### src/rtl/pll_clk_defs.svh
// What this block does
// - VCO equals N times reference clock.
// - Multiplier zero behaves exactly like one.
// - L zero disables PLL, forces crystal.
// - Source change waits, output held static.
// - Selected clock divided by two.
// - Select bit chooses crystal or VCO.
// - VCO not selectable while PLL off.
// - PLL not switchable off while VCO selected.
// - One write cannot change both bits.
// - Integration enable gates oscillator and PLL.
// - Select bit held clear when PLL on bit clear or L zero.
// - Programming registers read-only while PLL on.
`ifndef PLL_CLK_DEFS_SVH
`define PLL_CLK_DEFS_SVH
`define IDX_CTL        6'h36
`define IDX_MUL_HI     6'h38
`define IDX_MUL_LO     6'h39
`define IDX_RANGE      6'h3a
`define IDX_STATUS     6'h3c
`define CTL_ON_BIT     5
`define CTL_SEL_BIT    4
`define CTL_VPR_LSB    0
`define CTL_RST        8'h20
`define MUL_HI_RST     4'h0
`define MUL_LO_RST     8'h40
`define RANGE_RST      8'h40
`define SETTLE_EDGES   3
`define RESP_OKAY      2'h0
`define RESP_SLVERR    2'h2
`endif

### src/rtl/pll_clk_pkg.sv
package pll_clk_pkg;
   typedef enum logic [1:0] {
      SW_RUN,
      SW_STOP_OLD,
      SW_START_NEW
   } sw_state_t;
   typedef logic [5:0] reg_idx_t;
endpackage

### src/rtl/clk_source_switch.sv
`timescale 1ns/100ps
`default_nettype none
`include "pll_clk_defs.svh"
module clk_source_switch #(
   parameter int SETTLE = `SETTLE_EDGES
) (
   input  wire logic core_clk_i,
   input  wire logic srst_i,
   input  wire logic ce_i,
   input  wire logic crystal_clock_i,
   input  wire logic vco_clock_i,
   input  wire logic sel_vco_i,
   output logic      base_clock_out_o,
   output logic      active_vco_o,
   output logic      busy_o
);
   import pll_clk_pkg::*;
   generate
      if (SETTLE < 1 || SETTLE > 15) begin : g_bad
         $error("SETTLE must be 1 to 15");
      end
   endgenerate
   logic [1:0] x_sync_q, v_sync_q;
   logic       x_last_q, v_last_q;
   logic       out_q, act_q;
   logic [3:0] cnt_q;
   sw_state_t  st_q;
   wire        x_rise = x_sync_q[1] & ~x_last_q;
   wire        v_rise = v_sync_q[1] & ~v_last_q;
   wire        old_rise = act_q ? v_rise : x_rise;
   wire        old_lvl = act_q ? v_sync_q[1] : x_sync_q[1];
   wire        new_rise = sel_vco_i ? v_rise : x_rise;
   // ----------------------------------------
   // Synchronisers and transition control
   // ----------------------------------------
   always_ff @(posedge core_clk_i) begin
      if (srst_i) begin
         x_sync_q <= 2'h0;
         v_sync_q <= 2'h0;
         x_last_q <= 1'b0;
         v_last_q <= 1'b0;
      end else if (ce_i) begin
         x_sync_q <= {x_sync_q[0], crystal_clock_i};
         v_sync_q <= {v_sync_q[0], vco_clock_i};
         x_last_q <= x_sync_q[1];
         v_last_q <= v_sync_q[1];
      end
   end
   // The old source is dropped only in its low phase, so no runt pulse escapes.
   always_ff @(posedge core_clk_i) begin
      if (srst_i) begin
         st_q  <= SW_RUN;
         out_q <= 1'b0;
         act_q <= 1'b0;
         cnt_q <= 4'h0;
      end else if (ce_i) begin
         unique case (st_q)
            SW_RUN: begin
               if (sel_vco_i != act_q) begin
                  st_q <= SW_STOP_OLD;
               end else if (old_rise) begin
                  out_q <= ~out_q;
               end
            end
            SW_STOP_OLD: begin
               if (!old_lvl) begin
                  act_q <= sel_vco_i;
                  cnt_q <= 4'h0;
                  st_q  <= SW_START_NEW;
               end
            end
            SW_START_NEW: begin
               if (sel_vco_i != act_q) begin
                  st_q <= SW_STOP_OLD;
               end else if (new_rise) begin
                  cnt_q <= cnt_q + 4'h1;
                  if (cnt_q == 4'(SETTLE - 1)) begin
                     st_q <= SW_RUN;
                  end
               end
            end
         endcase
      end
   end
   assign base_clock_out_o = out_q;
   assign active_vco_o     = act_q;
   assign busy_o           = (st_q != SW_RUN);
   chk_static_hold: assert property (@(posedge core_clk_i) disable iff (srst_i)
      (st_q != SW_RUN) |=> (out_q == $past(out_q)))
      else $error("base clock moved during transition");
   chk_div_edge: assert property (@(posedge core_clk_i) disable iff (srst_i)
      (out_q != $past(out_q)) |-> $past(old_rise && ce_i && st_q == SW_RUN))
      else $error("base clock toggled without source edge");
   chk_switch_low: assert property (@(posedge core_clk_i) disable iff (srst_i)
      (act_q != $past(act_q)) |-> $past(!old_lvl && st_q == SW_STOP_OLD))
      else $error("source dropped while high");
endmodule // clk_source_switch
`default_nettype wire

### src/rtl/pll_base_clock_select.sv
// Added by the designer: the AXI4-Lite register port and the placing of the registers.
`timescale 1ns/100ps
`default_nettype none
`include "pll_clk_defs.svh"
module pll_base_clock_select #(
   parameter int MUL_W    = 12,
   parameter int SETTLE   = `SETTLE_EDGES
) (
   input  wire logic                 core_clk_i,
   input  wire logic                 srst_i,
   input  wire logic                 ce_i,
   input  wire logic                 osc_enable_from_sysint_i,
   input  wire logic                 crystal_clock_i,
   input  wire logic                 vco_clock_i,
   input  wire logic [7:0]           s_axi_awaddr_i,
   input  wire logic                 s_axi_awvalid_i,
   output logic                      s_axi_awready_o,
   input  wire logic [31:0]          s_axi_wdata_i,
   input  wire logic [3:0]           s_axi_wstrb_i,
   input  wire logic                 s_axi_wvalid_i,
   output logic                      s_axi_wready_o,
   output logic [1:0]                s_axi_bresp_o,
   output logic                      s_axi_bvalid_o,
   input  wire logic                 s_axi_bready_i,
   input  wire logic [7:0]           s_axi_araddr_i,
   input  wire logic                 s_axi_arvalid_i,
   output logic                      s_axi_arready_o,
   output logic [31:0]               s_axi_rdata_o,
   output logic [1:0]                s_axi_rresp_o,
   output logic                      s_axi_rvalid_o,
   input  wire logic                 s_axi_rready_i,
   output logic                      base_clock_out_o,
   output logic                      osc_enable_o,
   output logic                      pll_enable_o,
   output logic [MUL_W-1:0]          multiplier_o,
   output logic [7:0]                vco_range_o,
   output logic [1:0]                vco_power_range_bits_o,
   output logic                      switch_busy_o,
   output logic                      active_vco_o
);
   import pll_clk_pkg::*;
   localparam logic [7:0] CTL_RESET = `CTL_RST;
   generate
      if (MUL_W != 12) begin : g_bad_w
         $error("MUL_W must be 12 to fit the high and low registers");
      end
   endgenerate

   // ----------------------------------------
   // Helper functions
   // ----------------------------------------
   function automatic reg_idx_t reg_index(input logic [7:0] a);
      return a[7:2];
   endfunction

   function automatic logic mapped(input reg_idx_t i);
      return (i == `IDX_CTL) || (i == `IDX_MUL_HI) || (i == `IDX_MUL_LO) ||
             (i == `IDX_RANGE) || (i == `IDX_STATUS);
   endfunction

   // ----------------------------------------
   // Register state
   // ----------------------------------------
   logic              pll_on_bit_q, pll_on_bit_d;
   logic              base_clock_select_bit_q, base_clock_select_bit_d;
   logic [1:0]        vpr_q;
   logic [3:0]        mul_hi_q;
   logic [7:0]        mul_lo_q;
   logic [7:0]        range_q;
   logic              pll_en_q;
   logic [MUL_W-1:0]  mul_eff_q;

   // ----------------------------------------
   // Write channel
   // ----------------------------------------
   logic              aw_full_q, w_full_q, bvalid_q;
   logic [7:0]        aw_addr_q;
   logic [31:0]       w_data_q;
   logic              w_strb0_q;
   logic [1:0]        bresp_q;

   wire aw_take = s_axi_awvalid_i & s_axi_awready_o;
   wire w_take  = s_axi_wvalid_i & s_axi_wready_o;
   wire wr_fire = ce_i & aw_full_q & w_full_q & ~bvalid_q;
   wire reg_idx_t widx = reg_index(aw_addr_q);
   wire wr_ok   = wr_fire & w_strb0_q;
   wire ctl_wr  = wr_ok & (widx == `IDX_CTL);
   wire hi_wr   = wr_ok & (widx == `IDX_MUL_HI);
   wire lo_wr   = wr_ok & (widx == `IDX_MUL_LO);
   wire rng_wr  = wr_ok & (widx == `IDX_RANGE);
   wire prog_ok = ~pll_on_bit_q;
   wire wr_on   = w_data_q[`CTL_ON_BIT];
   wire wr_sel  = w_data_q[`CTL_SEL_BIT];
   wire l_zero  = (range_q == 8'h00);

   assign s_axi_awready_o = ce_i & ~aw_full_q & ~bvalid_q;
   assign s_axi_wready_o  = ce_i & ~w_full_q & ~bvalid_q;
   assign s_axi_bvalid_o  = bvalid_q;
   assign s_axi_bresp_o   = bresp_q;

   always_ff @(posedge core_clk_i) begin
      if (srst_i) begin
         aw_full_q <= 1'b0;
         w_full_q  <= 1'b0;
         bvalid_q  <= 1'b0;
         aw_addr_q <= 8'h00;
         w_data_q  <= 32'h0000_0000;
         w_strb0_q <= 1'b0;
         bresp_q   <= `RESP_OKAY;
      end else if (ce_i) begin
         if (aw_take) begin
            aw_full_q <= 1'b1;
            aw_addr_q <= s_axi_awaddr_i;
         end
         if (w_take) begin
            w_full_q  <= 1'b1;
            w_data_q  <= s_axi_wdata_i;
            w_strb0_q <= s_axi_wstrb_i[0];
         end
         if (wr_fire) begin
            aw_full_q <= 1'b0;
            w_full_q  <= 1'b0;
            bvalid_q  <= 1'b1;
            bresp_q   <= mapped(widx) ? `RESP_OKAY : `RESP_SLVERR;
         end else if (bvalid_q && s_axi_bready_i) begin
            bvalid_q  <= 1'b0;
         end
      end
   end

   // ----------------------------------------
   // Control interlocks
   // ----------------------------------------
   // Both interlocks weigh the on bit being written against the present bits, not against the bits after the write.
   always_comb begin
      pll_on_bit_d = pll_on_bit_q;
      if (ctl_wr) begin
         if (base_clock_select_bit_q && !wr_on) begin
            pll_on_bit_d = 1'b1;
         end else begin
            pll_on_bit_d = wr_on;
         end
      end
   end

   always_comb begin
      base_clock_select_bit_d = base_clock_select_bit_q;
      if (!pll_on_bit_q || l_zero) begin
         base_clock_select_bit_d = 1'b0;
      end else if (ctl_wr && (wr_on == pll_on_bit_q)) begin
         base_clock_select_bit_d = wr_sel;
      end
   end

   always_ff @(posedge core_clk_i) begin
      if (srst_i) begin
         pll_on_bit_q            <= CTL_RESET[`CTL_ON_BIT];
         base_clock_select_bit_q <= 1'b0;
         vpr_q                   <= 2'h0;
         mul_hi_q                <= `MUL_HI_RST;
         mul_lo_q                <= `MUL_LO_RST;
         range_q                 <= `RANGE_RST;
      end else if (ce_i) begin
         pll_on_bit_q            <= pll_on_bit_d;
         base_clock_select_bit_q <= base_clock_select_bit_d;
         if (ctl_wr) begin
            vpr_q <= w_data_q[`CTL_VPR_LSB +: 2];
         end
         if (hi_wr && prog_ok) begin
            mul_hi_q <= w_data_q[3:0];
         end
         if (lo_wr && prog_ok) begin
            mul_lo_q <= w_data_q[7:0];
         end
         if (rng_wr && prog_ok) begin
            range_q <= w_data_q[7:0];
         end
      end
   end

   // ----------------------------------------
   // Derived outputs
   // ----------------------------------------
   wire [MUL_W-1:0] mul_raw = {mul_hi_q, mul_lo_q};
   wire pll_en_d = pll_on_bit_q & ~l_zero & osc_enable_from_sysint_i;

   always_ff @(posedge core_clk_i) begin
      if (srst_i) begin
         pll_en_q  <= 1'b0;
         mul_eff_q <= '0;
      end else if (ce_i) begin
         pll_en_q  <= pll_en_d;
         mul_eff_q <= (mul_raw == '0) ? MUL_W'(1) : mul_raw;
      end
   end

   assign pll_enable_o           = pll_en_q;
   assign osc_enable_o           = osc_enable_from_sysint_i;
   assign multiplier_o           = mul_eff_q;
   assign vco_range_o            = range_q;
   assign vco_power_range_bits_o = vpr_q;

   // ----------------------------------------
   // Source selection
   // ----------------------------------------
   // The VCO is only requested while the loop is actually enabled; otherwise crystal wins.
   wire sel_vco = base_clock_select_bit_q & pll_en_q;
   logic sw_busy, sw_act;

   clk_source_switch #(
      .SETTLE           (SETTLE)
   ) u_switch (
      .core_clk_i       (core_clk_i),
      .srst_i           (srst_i),
      .ce_i             (ce_i),
      .crystal_clock_i  (crystal_clock_i),
      .vco_clock_i      (vco_clock_i),
      .sel_vco_i        (sel_vco),
      .base_clock_out_o (base_clock_out_o),
      .active_vco_o     (sw_act),
      .busy_o           (sw_busy)
   );

   assign switch_busy_o = sw_busy;
   assign active_vco_o  = sw_act;

   // ----------------------------------------
   // Read channel
   // ----------------------------------------
   logic        rvalid_q;
   logic [31:0] rdata_q;
   logic [1:0]  rresp_q;
   wire  reg_idx_t ridx = reg_index(s_axi_araddr_i);
   wire  ar_take = s_axi_arvalid_i & s_axi_arready_o;
   logic [7:0]  rd_val;

   always_comb begin
      rd_val = 8'h00;
      unique case (ridx)
         `IDX_CTL:    rd_val = {2'h0, pll_on_bit_q, base_clock_select_bit_q, 2'h0, vpr_q};
         `IDX_MUL_HI: rd_val = {4'h0, mul_hi_q};
         `IDX_MUL_LO: rd_val = mul_lo_q;
         `IDX_RANGE:  rd_val = range_q;
         `IDX_STATUS: rd_val = {5'h00, pll_en_q, sw_act, sw_busy};
         default:     rd_val = 8'h00;
      endcase
   end

   assign s_axi_arready_o = ce_i & ~rvalid_q;
   assign s_axi_rvalid_o  = rvalid_q;
   assign s_axi_rdata_o   = rdata_q;
   assign s_axi_rresp_o   = rresp_q;

   always_ff @(posedge core_clk_i) begin
      if (srst_i) begin
         rvalid_q <= 1'b0;
         rdata_q  <= 32'h0000_0000;
         rresp_q  <= `RESP_OKAY;
      end else if (ce_i) begin
         if (ar_take) begin
            rvalid_q <= 1'b1;
            rdata_q  <= {24'h00_0000, rd_val};
            rresp_q  <= mapped(ridx) ? `RESP_OKAY : `RESP_SLVERR;
         end else if (rvalid_q && s_axi_rready_i) begin
            rvalid_q <= 1'b0;
         end
      end
   end

   // ----------------------------------------
   // Checks
   // ----------------------------------------
   // Write checks compare with the held write data, because a register lands one edge after the write.
   chk_zero_mult: assert property (@(posedge core_clk_i) disable iff (srst_i)
      (ce_i && mul_raw == '0) |=> (mul_eff_q == MUL_W'(1)))
      else $error("zero multiplier not treated as one");

   chk_mult_follow: assert property (@(posedge core_clk_i) disable iff (srst_i)
      (ce_i && mul_raw != '0) |=> (mul_eff_q == $past(mul_raw)))
      else $error("multiplier output does not follow registers");

   chk_lzero_off: assert property (@(posedge core_clk_i) disable iff (srst_i)
      (l_zero && ce_i) |=> !pll_enable_o)
      else $error("pll enabled with zero range");

   chk_lzero_sel: assert property (@(posedge core_clk_i) disable iff (srst_i)
      l_zero |=> !base_clock_select_bit_q)
      else $error("vco selectable with zero range");

   chk_sel_needs_on: assert property (@(posedge core_clk_i) disable iff (srst_i)
      base_clock_select_bit_q |-> (pll_on_bit_q && !l_zero))
      else $error("vco selected while pll off");

   chk_sel_cleared: assert property (@(posedge core_clk_i) disable iff (srst_i)
      (!pll_on_bit_q || l_zero) |=> !base_clock_select_bit_q)
      else $error("select bit not held clear");

   chk_sel_write: assert property (@(posedge core_clk_i) disable iff (srst_i)
      (ctl_wr && pll_on_bit_q && !l_zero && wr_on) |=> (base_clock_select_bit_q == $past(wr_sel)))
      else $error("select bit write lost");

   chk_on_locked: assert property (@(posedge core_clk_i) disable iff (srst_i)
      (ctl_wr && base_clock_select_bit_q && !wr_on) |=> pll_on_bit_q)
      else $error("pll switched off under vco");

   chk_on_write: assert property (@(posedge core_clk_i) disable iff (srst_i)
      (ctl_wr && !base_clock_select_bit_q) |=> (pll_on_bit_q == $past(wr_on)))
      else $error("pll on write lost");

   chk_one_change: assert property (@(posedge core_clk_i) disable iff (srst_i)
      (pll_on_bit_q != $past(pll_on_bit_q)) |-> (base_clock_select_bit_q == $past(base_clock_select_bit_q)))
      else $error("pll and select changed together");

   chk_prog_ro: assert property (@(posedge core_clk_i) disable iff (srst_i)
      (pll_on_bit_q && (hi_wr || lo_wr || rng_wr)) |=> $stable(mul_raw) && $stable(range_q))
      else $error("programming changed while pll on");

   chk_hi_write: assert property (@(posedge core_clk_i) disable iff (srst_i)
      (!pll_on_bit_q && hi_wr) |=> (mul_hi_q == $past(w_data_q[3:0])))
      else $error("multiplier high write lost");

   chk_lo_write: assert property (@(posedge core_clk_i) disable iff (srst_i)
      (!pll_on_bit_q && lo_wr) |=> (mul_lo_q == $past(w_data_q[7:0])))
      else $error("multiplier low write lost");

   chk_range_write: assert property (@(posedge core_clk_i) disable iff (srst_i)
      (!pll_on_bit_q && rng_wr) |=> (range_q == $past(w_data_q[7:0])))
      else $error("range write lost while pll off");

   chk_vpr_write: assert property (@(posedge core_clk_i) disable iff (srst_i)
      ctl_wr |=> (vpr_q == $past(w_data_q[`CTL_VPR_LSB +: 2])))
      else $error("power range write lost");

   chk_osc_gate: assert property (@(posedge core_clk_i) disable iff (srst_i)
      (!osc_enable_from_sysint_i && ce_i) |=> !pll_enable_o)
      else $error("pll enabled without oscillator enable");

   chk_write_resp: assert property (@(posedge core_clk_i) disable iff (srst_i)
      wr_fire |=> (bvalid_q && !aw_full_q && !w_full_q))
      else $error("write not answered");
endmodule // pll_base_clock_select
`default_nettype wire

### config.mk
export PLATFORM = sky130hd
export DESIGN_NAME = pll_base_clock_select
export DESIGN_NICKNAME = d
export VERILOG_FILES = /design/src/rtl/pll_clk_pkg.sv /design/src/rtl/clk_source_switch.sv /design/src/rtl/pll_base_clock_select.sv
export VERILOG_INCLUDE_DIRS = /design/src /design/src/rtl
export SDC_FILE = /design/constraint.sdc
export NUM_CORES = 1
export LEC_CHECK = 0
export BUFFER_PORTS_ARGS = -buffer_cell sky130_fd_sc_hd__buf_2
export CAP_MARGIN = 20
export CORE_UTILIZATION = 35
export CTS_BUF_LIST = sky130_fd_sc_hd__clkbuf_16
export CTS_CLUSTER_DIAMETER = 100
export DETAILED_ROUTE_END_ITERATION = 8
export PLACE_DENSITY_LB_ADDON = 0.12
export SYNTH_ARGS = -nofsm -noshare
export SYNTH_HDL_FRONTEND = slang
export SYNTH_SLANG_ARGS = --single-unit
### constraint.sdc
create_clock -name core_clk_i -period 1.9 [get_ports core_clk_i]
set_input_delay 0.19 -clock core_clk_i [delete_from_list [all_inputs] [get_ports core_clk_i]]
set_output_delay 0.19 -clock core_clk_i [all_outputs]
set_load 0.01 [all_outputs]
# Yosys cells after proc, flatten, opt, wreduce, memory -nomap -nowiden
# Cells that the tools add are included.
totals:
  regBits: 84
  inputBits: 63
  word_cells: 153
op_classes:
  n_addsub: 1
  eq_ne: 21
  muxes: 28
  n_bitwise: 32
  n_reduce_logical: 45
ops:
  columns: ["op", "count"]
  rows:
  - ["$eq A6 B6 Y1 const B", 10]
  - ["$pmux W8 S5", 1]
  - ["$reduce_and A2 Y1", 13]
  - ["$and A1 B1 Y1", 21]
  - ["$mux W1", 14]
  - ["$mux W2", 7]
  - ["$reduce_bool A2 Y1", 7]
  - ["$logic_not A12 Y1", 1]
  - ["$mux W12", 1]
  - ["$mux W4", 3]
  - ["$not A1 Y1", 11]
  - ["$reduce_and A5 Y1", 2]
  - ["$logic_or A1 B1 Y1", 9]
  - ["$logic_not A8 Y1", 1]
  - ["$pmux W4 S2", 1]
  - ["$logic_and A1 B1 Y1", 7]
  - ["$ne A3 B1 Y1 const B", 2]
  - ["$pmux W2 S3", 1]
  - ["$add A4 B1 Y4 const B", 1]
  - ["$eq A4 B2 Y1 const B", 1]
  - ["$ne A2 B1 Y1 const B", 2]
  - ["$ne A2 B2 Y1 const B", 2]
  - ["$reduce_and A4 Y1", 1]
  - ["$reduce_and A3 Y1", 1]
  - ["other kinds (6)", 7]

# Logic depth before layout (Yosys ltp)
# Gate-level depths: netlist (run 1).
logic_depth:
  ltp_word: 8
  ltp_mapped: 6
  mapped_depth_nobuf: 4

# By module
# From an unflattened synthesis (run 1), not the netlist that was laid out.
unflattened:
  hier_cells: 406
  hier_area_um2: 3696.0
by_module_without_submodules:
  columns: ["module", "instances", "cells_per_inst", "area_per_inst_um2", "seq_area_each_um2"]
  rows:
  - ["pll_base_clock_select", 1, 336, 2991.6, 1321.3]
  - ["clk_source_switch", 1, 70, 704.4, 280.3]

# Worst setup path after synthesis (run 1)
# OpenSTA, ideal clock, no wires.
synth_timing:
  path_type: "reg2reg"
  startpoint: "reg u_switch.act_q (netlist: u_switch.active_vco_o)"
  endpoint: "reg u_switch.cnt_q[2]"
  setup_time_ns: 0.070
  arrival_time_ns: 1.409
  required_ns: 1.830
  path_slack_ns: 0.420
  path_stages_with_launch: 5
  path_buffers: 0
  synth_period_minus_slack_ns: 1.480
  path_cell_list: "dfxtp_1 > and3b_2 > o211ai_4 > or4_1 > a21oi_1"
synth_via:
  elab_chain_len: 3
  word_cells_on_any_way: 5
  cone_classes: "eq/ne (3); mux (1); reduce/logical (1)"
synth_lines:
  columns: ["element", "line_no", "text"]
  rows:
  - ["from (decl)", "clk_source_switch.sv:25", "logic out_q, act_q;"]
  - ["from (signal assigned)", "clk_source_switch.sv:67", "act_q <= sel_vco_i;"]
  - ["$ne A1 B1 Y1 or $mux W1 (tied branches)", "clk_source_switch.sv:73, clk_source_switch.sv:31", null]
  - ["$ne A2 B2 Y1 (no line)", null, null]
  - ["$reduce_and A5 Y1 (no line) *", null, null]
  - ["to (signal assigned)", "clk_source_switch.sv:76", "cnt_q <= cnt_q + 4'h1;"]
  - ["to (decl)", "clk_source_switch.sv:26", "logic [3:0] cnt_q;"]
# Mark *: on every way between the ends. The rest lies on a longest branch, timed or not.
# A chain may end at the register's enable or synchronous reset.

# Worst setup path after layout (run 1)
layout_timing:
  startpoint: "reg bvalid_q (netlist: s_axi_bvalid_o)"
  endpoint: "reg mul_lo_q[0]"
layout_via:
  elab_chain_len: 6
layout_lines:
  columns: ["element", "line_no", "text"]
  rows:
  - ["from (decl)", "pll_base_clock_select.sv:76", "logic aw_full_q, w_full_q, bvalid_q;"]
  - ["from (signal assigned)", "pll_base_clock_select.sv:105", "bvalid_q <= 1'b0;"]
  - ["from (signal assigned)", "pll_base_clock_select.sv:123", "bvalid_q <= 1'b1;"]
  - ["from (signal assigned)", "pll_base_clock_select.sv:126", "bvalid_q <= 1'b0;"]
  - ["$not A1 Y1", "pll_base_clock_select.sv:84", "wire wr_fire = ce_i & aw_full_q & w_full_q & ~bvalid_q;"]
  - ["$and A1 B1 Y1", "pll_base_clock_select.sv:84", null]
  - ["$and A1 B1 Y1", "pll_base_clock_select.sv:86", "wire wr_ok = wr_fire & w_strb0_q;"]
  - ["$and A1 B1 Y1", "pll_base_clock_select.sv:89", "wire lo_wr = wr_ok & (widx == `IDX_MUL_LO);"]
  - ["$logic_and A1 B1 Y1", "pll_base_clock_select.sv:172", "if (lo_wr && prog_ok) begin"]
  - ["$reduce_and A2 Y1 (no line)", null, null]
  - ["to (signal assigned)", "pll_base_clock_select.sv:161", "mul_lo_q <= `MUL_LO_RST;"]
  - ["to (signal assigned)", "pll_base_clock_select.sv:173", "mul_lo_q <= w_data_q[7:0];"]
  - ["to (decl)", "pll_base_clock_select.sv:68", "logic [7:0] mul_lo_q;"]
# No other way between the ends.

==> flow_summary.ini, run 1 <==
[die]
start_util = 0.363
die_area_mm2 = 0.0112
die_w_um = 106
fp.coreArea_mm2 = 0.0104
io_pins = 131
row_count = 37
dieHeight_um = 106

[yosys]
ys_types = 54
ys.flop_type = dfxtp_1
synth_mux_area_frac = 0.101
ys_ff_latch = 80
syn-cell-area_mm2 = 0.00376
ys_warn_count = 0
ys_seq_area_frac = 0.426
synth_edf_count = 0
synth_compound_area_frac = 0.158
avgSynthCellArea_um2 = 8.93
synth_cells = 421
yosys.area_share.xor_xnor = 0
async_reset_ff_frac = 0
synth_top_family_by_area = simple AND/OR/NAND/NOR gates
synth-simple-area-share = 0.217
synthAdderAreaFrac = 0.00665

[route]
first_pass_iters = 4
post_drt_wl_per_cell_um = 15.7
num_vias = 3227
wl_um = 9910
drc_errors = 0
postRouteAntennaNets = 0
drt_iter0_drc = 197
avgViaCountPerCell = 5.12

[power]
power_density_mw_per_mm2 = 802
power_leakage_nw = 1.89
peakVddDrop_v = 0.000374

[grt]
grt_pass1_wl_um = 15900
track_usage = 0.182
grt_pass1_vias = 2941
antenna_found_initial = 0
grt_start_max_net_pins = 61
overflow = 0

[timing]
slew_viol_final = 0
skew_ns = 0.00461
finalSetupViolCount = 0
max_freq_mhz = 592
tns_ns = 0
grt_setup_unrepaired = no
max_slew_margin = 0.552
period_minus_slack_ns = 1.69
period_share = 0.889
final_hold_viol_count = 0
tightestPinTransition_ns = 0.666

[clocking]
cts.sinks = 80
postCtsSetupBuffers = 0
ctsHoldBuffers = 0
cts_root_buf = clkbuf_16
cts_buffers = 9
cts_resized = 0
clkTransAtPathRegs_ns = 0.06
clock_path_buffers = 2
cts_tree = built
clkLatencyLatePin_ns = 0.33
ctsHtreeMaxLevel = 3

[placement]
io_buffers = 73
hpwl_um = 7150
gp_routability_congestion = 0.765

[outcome]
outcome = completed

[hold_path]
min_path_type = in -> reg
whs_path_depth = 3

[worst_setup_path]
critPathCaptureType = register
slowest_stage = and4_1
r2r.worst_path.cells = 4
reg2reg_slack_ns = 0.21
critPathMaxFanout = 12
critPathKind = reg -> reg
crit_arrival_ns = 1.94
critPathTopFamily = simple AND/OR/NAND/NOR gates
cp.required_ns = 2.15
cp.depth = 4
path_cells = and4b_1 > and4_1 > nand4_1 > a21oi_1
cpPeakStageDelay_ns = 0.52
worst-path-buf-inv = 0
startpoint_type = register

[final_layout]
drive_gt1_frac = 0.215
syn_to_final_growth_pct = 17.5
postLayoutCoreUtil = 0.426
fin_nets = 554
antenna_cells = 0

[job]
max_cap_violations = 0
## power breakdown
part | total, mW | switching (mW) | internal (mW)
Sequential | 1.75 | 0.0335 | 1.71
Clock | 1.51 | 0.652 | 0.857
Combinational | 0.289 | 0.183 | 0.106
## layout by cell type (no fill, tap or decap), types with 3 or more instances in the layout
| master | instances |
|---|---|
| o21ai_0 | 7 |
| nand3_1 | 6 |
| nor3b_1 | 4 |
| a221oi_1 | 5 |
| a22oi_1 | 3 |
| mux2i_1 | 38 |
| clkbuf_16 | 9 |
| inv_1 | 7 |
| o211a_1 | 3 |
| nor2_1 | 47 |
| and2_1 | 3 |
| a211oi_1 | 3 |
| dfxtp_1 | 80 |
| conb_1 | 26 |
| o211ai_1 | 3 |
| nand4_1 | 14 |
| nor3_1 | 6 |
| o31ai_1 | 13 |
| buf_2 | 73 |
| nor2b_1 | 4 |
| nand2_1 | 36 |
| nand4b_1 | 3 |
| or2_2 | 4 |
| nor4_1 | 4 |
| buf_4 | 9 |
| a21oi_1 | 36 |
| or3_1 | 4 |
| clkinv_1 | 6 |
## final cells by class
class | instances | area [um2]
clock inverters | 7 | 30.0
multi-input cells | 308 | 1910
clock buffers | 9 | 225
repair buffers | 83 | 453
inverters | 7 | 26.3
flip-flops and latches | 80 | 1600
fillers | 1059 | 5950
well taps | 136 | 170
## cells in the mapped netlist, types with 3 or more instances
cell type	count	share of area
dfxtp_1	80	0.43
nor2_1	47	0.047
mux2i_1	38	0.10
a21oi_1	36	0.048
nand2_1	36	0.036
buf_4	30	0.060
clkbuf_1	14	0.014
nand4_1	14	0.023
o31ai_1	13	0.026
buf_2	7	0.0093
o21ai_0	7	0.0093
inv_1	6	0.0060
nand3_1	6	0.0080
nor3_1	6	0.0080
a221oi_1	5	0.012
nor2b_1	4	0.0067
nor3b_1	4	0.0080
nor4_1	4	0.0067
or2_2	4	0.0067
or3_1	4	0.0067
a211oi_1	3	0.0060
a22oi_1	3	0.0060
and2_1	3	0.0050
nand4b_1	3	0.0070
o211a_1	3	0.0080
o211ai_1	3	0.0060
## worst reg2reg max path, stage by stage (launching register included)
cell and delay [ns]:
dfxtp_1 0.36, and4b_1 0.42, and4_1 0.52, nand4_1 0.15
a21oi_1 0.16
## state kept, by name, summed over array words and instances, names as in the netlist, 2 cells and up
register and count:
vco_power_range_bits_o 2, u_switch.cnt_q 4, w_data_q 8, vco_range_o 8, s_axi_rdata_o 8, u_switch.st_q 2, mul_hi_q 4, multiplier_o 12
aw_addr_q 6, mul_lo_q 8, u_switch.x_sync_q 2, u_switch.v_sync_q 2
## layer usage
layer,part of all wire,global-route usage,wire [um],up-vias
li1,-,-,-,1612
met2,0.43,0.272,4290,100
met5,0,0,0,-
met4,0.013,0.0625,126,0
met1,0.50,0.263,4990,1504
met3,0.051,0.0303,507,11
## cells by family (layout without fill, tap and decap cells)
kind of cell	count (synthesis)	count (layout)
and+or+nand+nor	154	154
muxes	38	38
AOI/OAI and AO/OA	88	88
other	1	26
DFF	80	80
adders and majority gates	2	2
buffers and inverters	58	106
## worst paths after layout
path | from | to
worst min-delay path | s_axi_awaddr_i[6] | aw_addr_q[6]
worst min register to register | aw_addr_q[6] | aw_addr_q[6]
worst max register to register | s_axi_bvalid_o | mul_lo_q[0]
worst max-delay path | s_axi_bvalid_o | mul_lo_q[0]
## through the flow
stage / setup WS (ns) / instance area, um2 / hold WS [ns] / instances / total power, mW
after CTS: 0.222 / 4420 / 0.0901 / 630 / 3.59
after detailed placement: 0.177 / 4170 / 0.432 / 614 / 2.07
after floorplan: 0.420 / 3850 / 0.326 / 446 / 2.00
after global routing: 0.107 / 4420 / 0.113 / 630 / 3.71
final: 0.211 / 4420 / 0.0964 / 630 / 3.54
after global placement: 0.182 / 4170 / 0.425 / 614 / 2.07
Note: power is estimated with default switching activity, not from simulation.
==> run 2: changes to the inputs <==
--- a/config.mk
+++ b/config.mk
@@ -6,7 +6,7 @@
 export SDC_FILE = /design/constraint.sdc
 export NUM_CORES = 1
 export LEC_CHECK = 0
-export BUFFER_PORTS_ARGS = -buffer_cell sky130_fd_sc_hd__buf_2
+export BUFFER_PORTS_ARGS = -buffer_cell sky130_fd_sc_hd__buf_4
 export CAP_MARGIN = 20
 export CORE_UTILIZATION = 35
 export CTS_BUF_LIST = sky130_fd_sc_hd__clkbuf_16
==> flow_summary.ini, run 2 (synthesis gave the netlist of run 1 again) <==
[die]
dieHeight_um = 106
start_util = 0.363
die_area_mm2 = 0.0112
row_count = 37
io_pins = 131
die_w_um = 106
fp.coreArea_mm2 = 0.0104

[worst_setup_path]
critPathMaxFanout = 10
cp.required_ns = 2.16
critPathKind = reg -> reg
startpoint_type = register
crit_arrival_ns = 1.88
critPathCaptureType = register

[grt]
antenna_found_initial = 0
track_usage = 0.185
overflow = 0
grt_pass1_wl_um = 16100
grt_start_max_net_pins = 72
grt_pass1_vias = 2999

[final_layout]
multi_input_area_mm2 = 0.00191
layout_common_cells = buf_4 (82), dfxtp_1 (80), nor2_1 (47), mux2i_1 (38)
drive_gt1_frac = 0.221
fin_nets = 553
fillCellCount = 1021
mostFrequentLayoutCell = buf_4
largest_reg_flops = 12
syn_to_final_growth_pct = 23.4
seqCellArea_mm2 = 0.00160
antenna_cells = 0

[outcome]
outcome = completed

[power]
power_density_mw_per_mm2 = 836
peakVddDrop_v = 0.000404
power_leakage_nw = 1.94

[timing]
max_slew_margin = 0.479
tightestPinTransition_ns = 0.782
finalSetupViolCount = 0
slew_viol_final = 0
period_minus_slack_ns = 1.62
final_hold_viol_count = 0
skew_ns = 0.00686
hold_ws_ns = 0.0897
tns_ns = 0
max_freq_mhz = 618
period_share = 0.851
grt_setup_unrepaired = no

[clocking]
clkTransAtPathRegs_ns = 0.06
clock_path_buffers = 2
cts_buffers = 9
ctsHtreeMaxLevel = 3
cts.sinks = 80
ctsHoldBuffers = 0
cts_root_buf = clkbuf_16
clkLatencyLatePin_ns = 0.33
cts_tree = built
postCtsSetupBuffers = 0
cts_resized = 0

[placement]
gp_routability_congestion = 0.783
hpwl_um = 7090
io_buffers = 73

[route]
post_drt_wl_per_cell_um = 16.0
postRouteAntennaNets = 0
avgViaCountPerCell = 5.18
first_pass_iters = 4
drt_iter0_drc = 198
drc_errors = 0
num_vias = 3260
wl_um = 10100

[job]
max_cap_violations = 0

[hold_path]
min_path_type = in -> reg
==> run 2: changes by cell type in the layout (fill, tap and decap cells not counted), sizes merged <==
cell    delta
clkinv     -3
bufinv     +2
buf        -1
inv        +1
==> run 2: layout make-up <==
class / instances / share of cell area
multi-input combinational: 308 / 0.412
sequential: 80 / 0.345
timing repair buffer: 82 / 0.133
inverter: 7 / 0.00566
clock inverter: 7 / 0.0191
clock buffer: 9 / 0.0485
tap: 136 / 0.0367
==> run 2: through the flow <==
step	cell area [um2]	worst slack, ns	instances	util	power (mW)
after floorplan	3850	0.420	446	-	2.00
after global placement	4330	0.304	613	0.417	2.09
after detailed placement	4330	0.286	613	0.417	2.10
after CTS	4640	0.272	629	0.448	3.92
after global routing	4640	0.144	629	0.448	4.03
final	4640	0.283	629	0.448	3.88
==> run 2: metal layers <==
| layer | global-route usage | part of all wire | vias to the layer above |
|---|---|---|---|
| li1 | - | - | 1601 |
| met3 | 0.0309 | 0.048 | 12 |
| met5 | 0 | 0 | - |
| met2 | 0.277 | 0.44 | 106 |
| met4 | 0.0734 | 0.016 | 0 |
| met1 | 0.263 | 0.49 | 1541 |
==> run 2: report_power, final <==
group	switching [mW]	leakage, nW	internal (mW)	total [mW]
logic	0.184	1.14	0.129	0.313
clock network	0.679	0.158	1.14	1.82
registers	0.0338	0.649	1.71	1.75
==> run 2: critical path, stage by stage, from the launching register on <==
cell      delay [ns]
dfxtp_1         0.52
and3b_2         0.26
o211ai_4        0.14
or4_1           0.48
a21oi_1         0.14
==> run 2: final timing paths <==
check        cells past startpoint  slack [ns]              endpoint                   from
max                              4        0.28     u_switch.cnt_q[2]  u_switch.active_vco_o
min reg2reg                      2        0.49          aw_addr_q[6]           aw_addr_q[6]
max reg2reg                      4        0.28     u_switch.cnt_q[2]  u_switch.active_vco_o
min                              3        0.09  u_switch.x_sync_q[0]        crystal_clock_i
==> run 3: changes to the inputs <==
--- a/config.mk
+++ b/config.mk
@@ -6,12 +6,14 @@
 export SDC_FILE = /design/constraint.sdc
 export NUM_CORES = 1
 export LEC_CHECK = 0
+export ABC_AREA = 1
 export BUFFER_PORTS_ARGS = -buffer_cell sky130_fd_sc_hd__buf_4
 export CAP_MARGIN = 20
 export CORE_UTILIZATION = 35
 export CTS_BUF_LIST = sky130_fd_sc_hd__clkbuf_16
 export CTS_CLUSTER_DIAMETER = 100
 export DETAILED_ROUTE_END_ITERATION = 8
+export GPL_TIMING_DRIVEN = 1
 export PLACE_DENSITY_LB_ADDON = 0.12
 export SYNTH_ARGS = -nofsm -noshare
 export SYNTH_HDL_FRONTEND = slang
==> flow_summary.ini, run 3 <==
[power]
peakVddDrop_v = 0.000446
power_density_mw_per_mm2 = 858
power_leakage_nw = 2.15

[yosys]
yosysTopAreaCell = dfxtp_1
synth_edf_count = 0
ys.flop_type = dfxtp_1
synth_compound_area_frac = 0.152
ys_seq_area_frac = 0.432
avgSynthCellArea_um2 = 7.02
ys_warn_count = 0
synth-simple-area-share = 0.279
netlist_top_cells_count = nand2_1 (91), nor2_1 (90), dfxtp_1 (80)
synth_top_family_by_area = simple AND/OR/NAND/NOR gates
synthTopCellsByArea = dfxtp_1 (43%), nand2_1 (9.2%), nor2_1 (9.1%), o21ai_0 (8.4%), a21oi_1 (6.1%)
synth_cells = 528
ys_types = 27
async_reset_ff_frac = 0
ys_ff_latch = 80
synth_top_area_frac = 0.432
yosys.area_share.xor_xnor = 0.00236
synthAdderAreaFrac = 0.00675
syn-cell-area_mm2 = 0.00371
yosysMostFrequentCell = nand2_1
synth_mux_area_frac = 0

[placement]
placed_area_mm2 = 0.00428
hpwl_um = 7130
io_buffers = 73
gp_routability_congestion = 0.849

[clocking]
ctsHoldBuffers = 0
cts_buffers = 9
clock_path_buffers = 2
postCtsSetupBuffers = 0
clkLatencyLatePin_ns = 0.33
cts.sinks = 80
ctsHtreeMaxLevel = 3
cts_tree = built
cts_resized = 0
clkTransAtPathRegs_ns = 0.06
cts_root_buf = clkbuf_16

[final_layout]
fin_area_mm2 = 0.00459
mostFrequentLayoutCell = nand2_1
drive_gt1_frac = 0.166
layout_common_cells = nand2_1 (91), nor2_1 (90), dfxtp_1 (80), buf_4 (78), o21ai_0 (62)
fin_nets = 664
antenna_cells = 0
syn_to_final_growth_pct = 23.7
largest_reg_flops = 12

[grt]
grt_start_max_net_pins = 36
grt_pass1_vias = 3115
antenna_found_initial = 0
track_usage = 0.180
grt_pass1_wl_um = 15600
overflow = 0

[worst_setup_path]
slowest_stage = nand2_1
r2r-start = s_axi_bvalid_o
critPathCaptureType = register
cpPeakStageDelay_ns = 0.35
r2r_end = w_data_q[6]
reg2reg_slack_ns = 0.31
startpoint_type = register
crit_arrival_ns = 1.79
cp.required_ns = 2.10
crit_start = s_axi_bvalid_o
path_common_cell = nand2_1
path_cells = inv_1 > nand2_1 > nor2_2 > nand2_1 > o21ai_0 > a21oi_1
critPathMaxFanout = 15
critPathKind = reg -> reg
r2r.worst_path.cells = 6

[hold_path]
holdPathEnd = u_switch.v_sync_q[0]
whs_path_depth = 3
min_path_type = in -> reg
hold_start = vco_clock_i

[job]
max_cap_violations = 0

[route]
postRouteAntennaNets = 0
drt_iter0_drc = 156
drc_errors = 0
avgViaCountPerCell = 4.64
post_drt_wl_per_cell_um = 12.8
first_pass_iters = 4
num_vias = 3435
wl_um = 9450

[die]
fp.coreArea_mm2 = 0.0103
row_count = 37
die_area_mm2 = 0.0110
start_util = 0.361
io_pins = 131
dieHeight_um = 105
die_w_um = 105

[timing]
tightestPinTransition_ns = 0.563
final_hold_viol_count = 0
skew_ns = 0.00668
tns_ns = 0
period_share = 0.834
max_slew_margin = 0.622
finalSetupViolCount = 0
period_minus_slack_ns = 1.59
max_freq_mhz = 631
grt_setup_unrepaired = no
slew_viol_final = 0

[outcome]
outcome = completed
## run 3: cells by family after synthesis
logic type      Yosys count
compound gates          111
flops                    80
other cells               1
xor+xnor                  1
simple gates            239
buf+inv                  94
fa+ha+maj                 2
## run 3: worst max-delay path, delay by kind of cell (launching register included)
family | cells | cell delay (ns)
flip-flops | 1 | 0.32
AO/OA/AOI/OAI | 2 | 0.33
AND/OR/NAND/NOR | 3 | 0.71
buffers and inverters | 1 | 0.10
## run 3: through the flow
step	util	hold WS [ns]	power, mW	std cells	setup WS (ns)
CTS	0.446	0.0832	3.99	740	0.300
floorplan	-	0.259	2.08	553	0.544
global route	0.446	0.108	4.11	740	0.111
detailed placement	0.417	0.428	2.20	724	0.317
finish	0.446	0.0914	3.94	740	0.315
global placement	0.417	0.417	2.19	724	0.357
## run 3: area by class of cell
type	count	area (um2)
sequential	80	1600
fill	1072	5690
inverter	51	191
clock buffer	9	225
clock inverter	7	78.8
timing repair buffer	78	586
multi-input combinational	379	1730
tap	136	170
## run 3: worst max-delay path by stage
stage,to,depth (start not counted)
after floorplan,w_data_q[2],7
after CTS,w_data_q[6],6
final,w_data_q[6],6
after detailed placement,w_data_q[6],6
after global placement,mul_lo_q[2],7
after global routing,w_data_q[1],6
## run 3: layer usage
layer	vias to the layer above	wire length, um	track usage
li1	1808	-	-
met1	1528	4460	0.238
met2	93	4500	0.292
met3	6	401	0.0455
met4	0	80	0.0433
met5	-	0	0
## run 3: report_power, final
group	switching (mW)	internal [mW]
logic	0.224	0.147
registers	0.0495	1.74
clock network	0.646	1.13
total	0.920	3.02
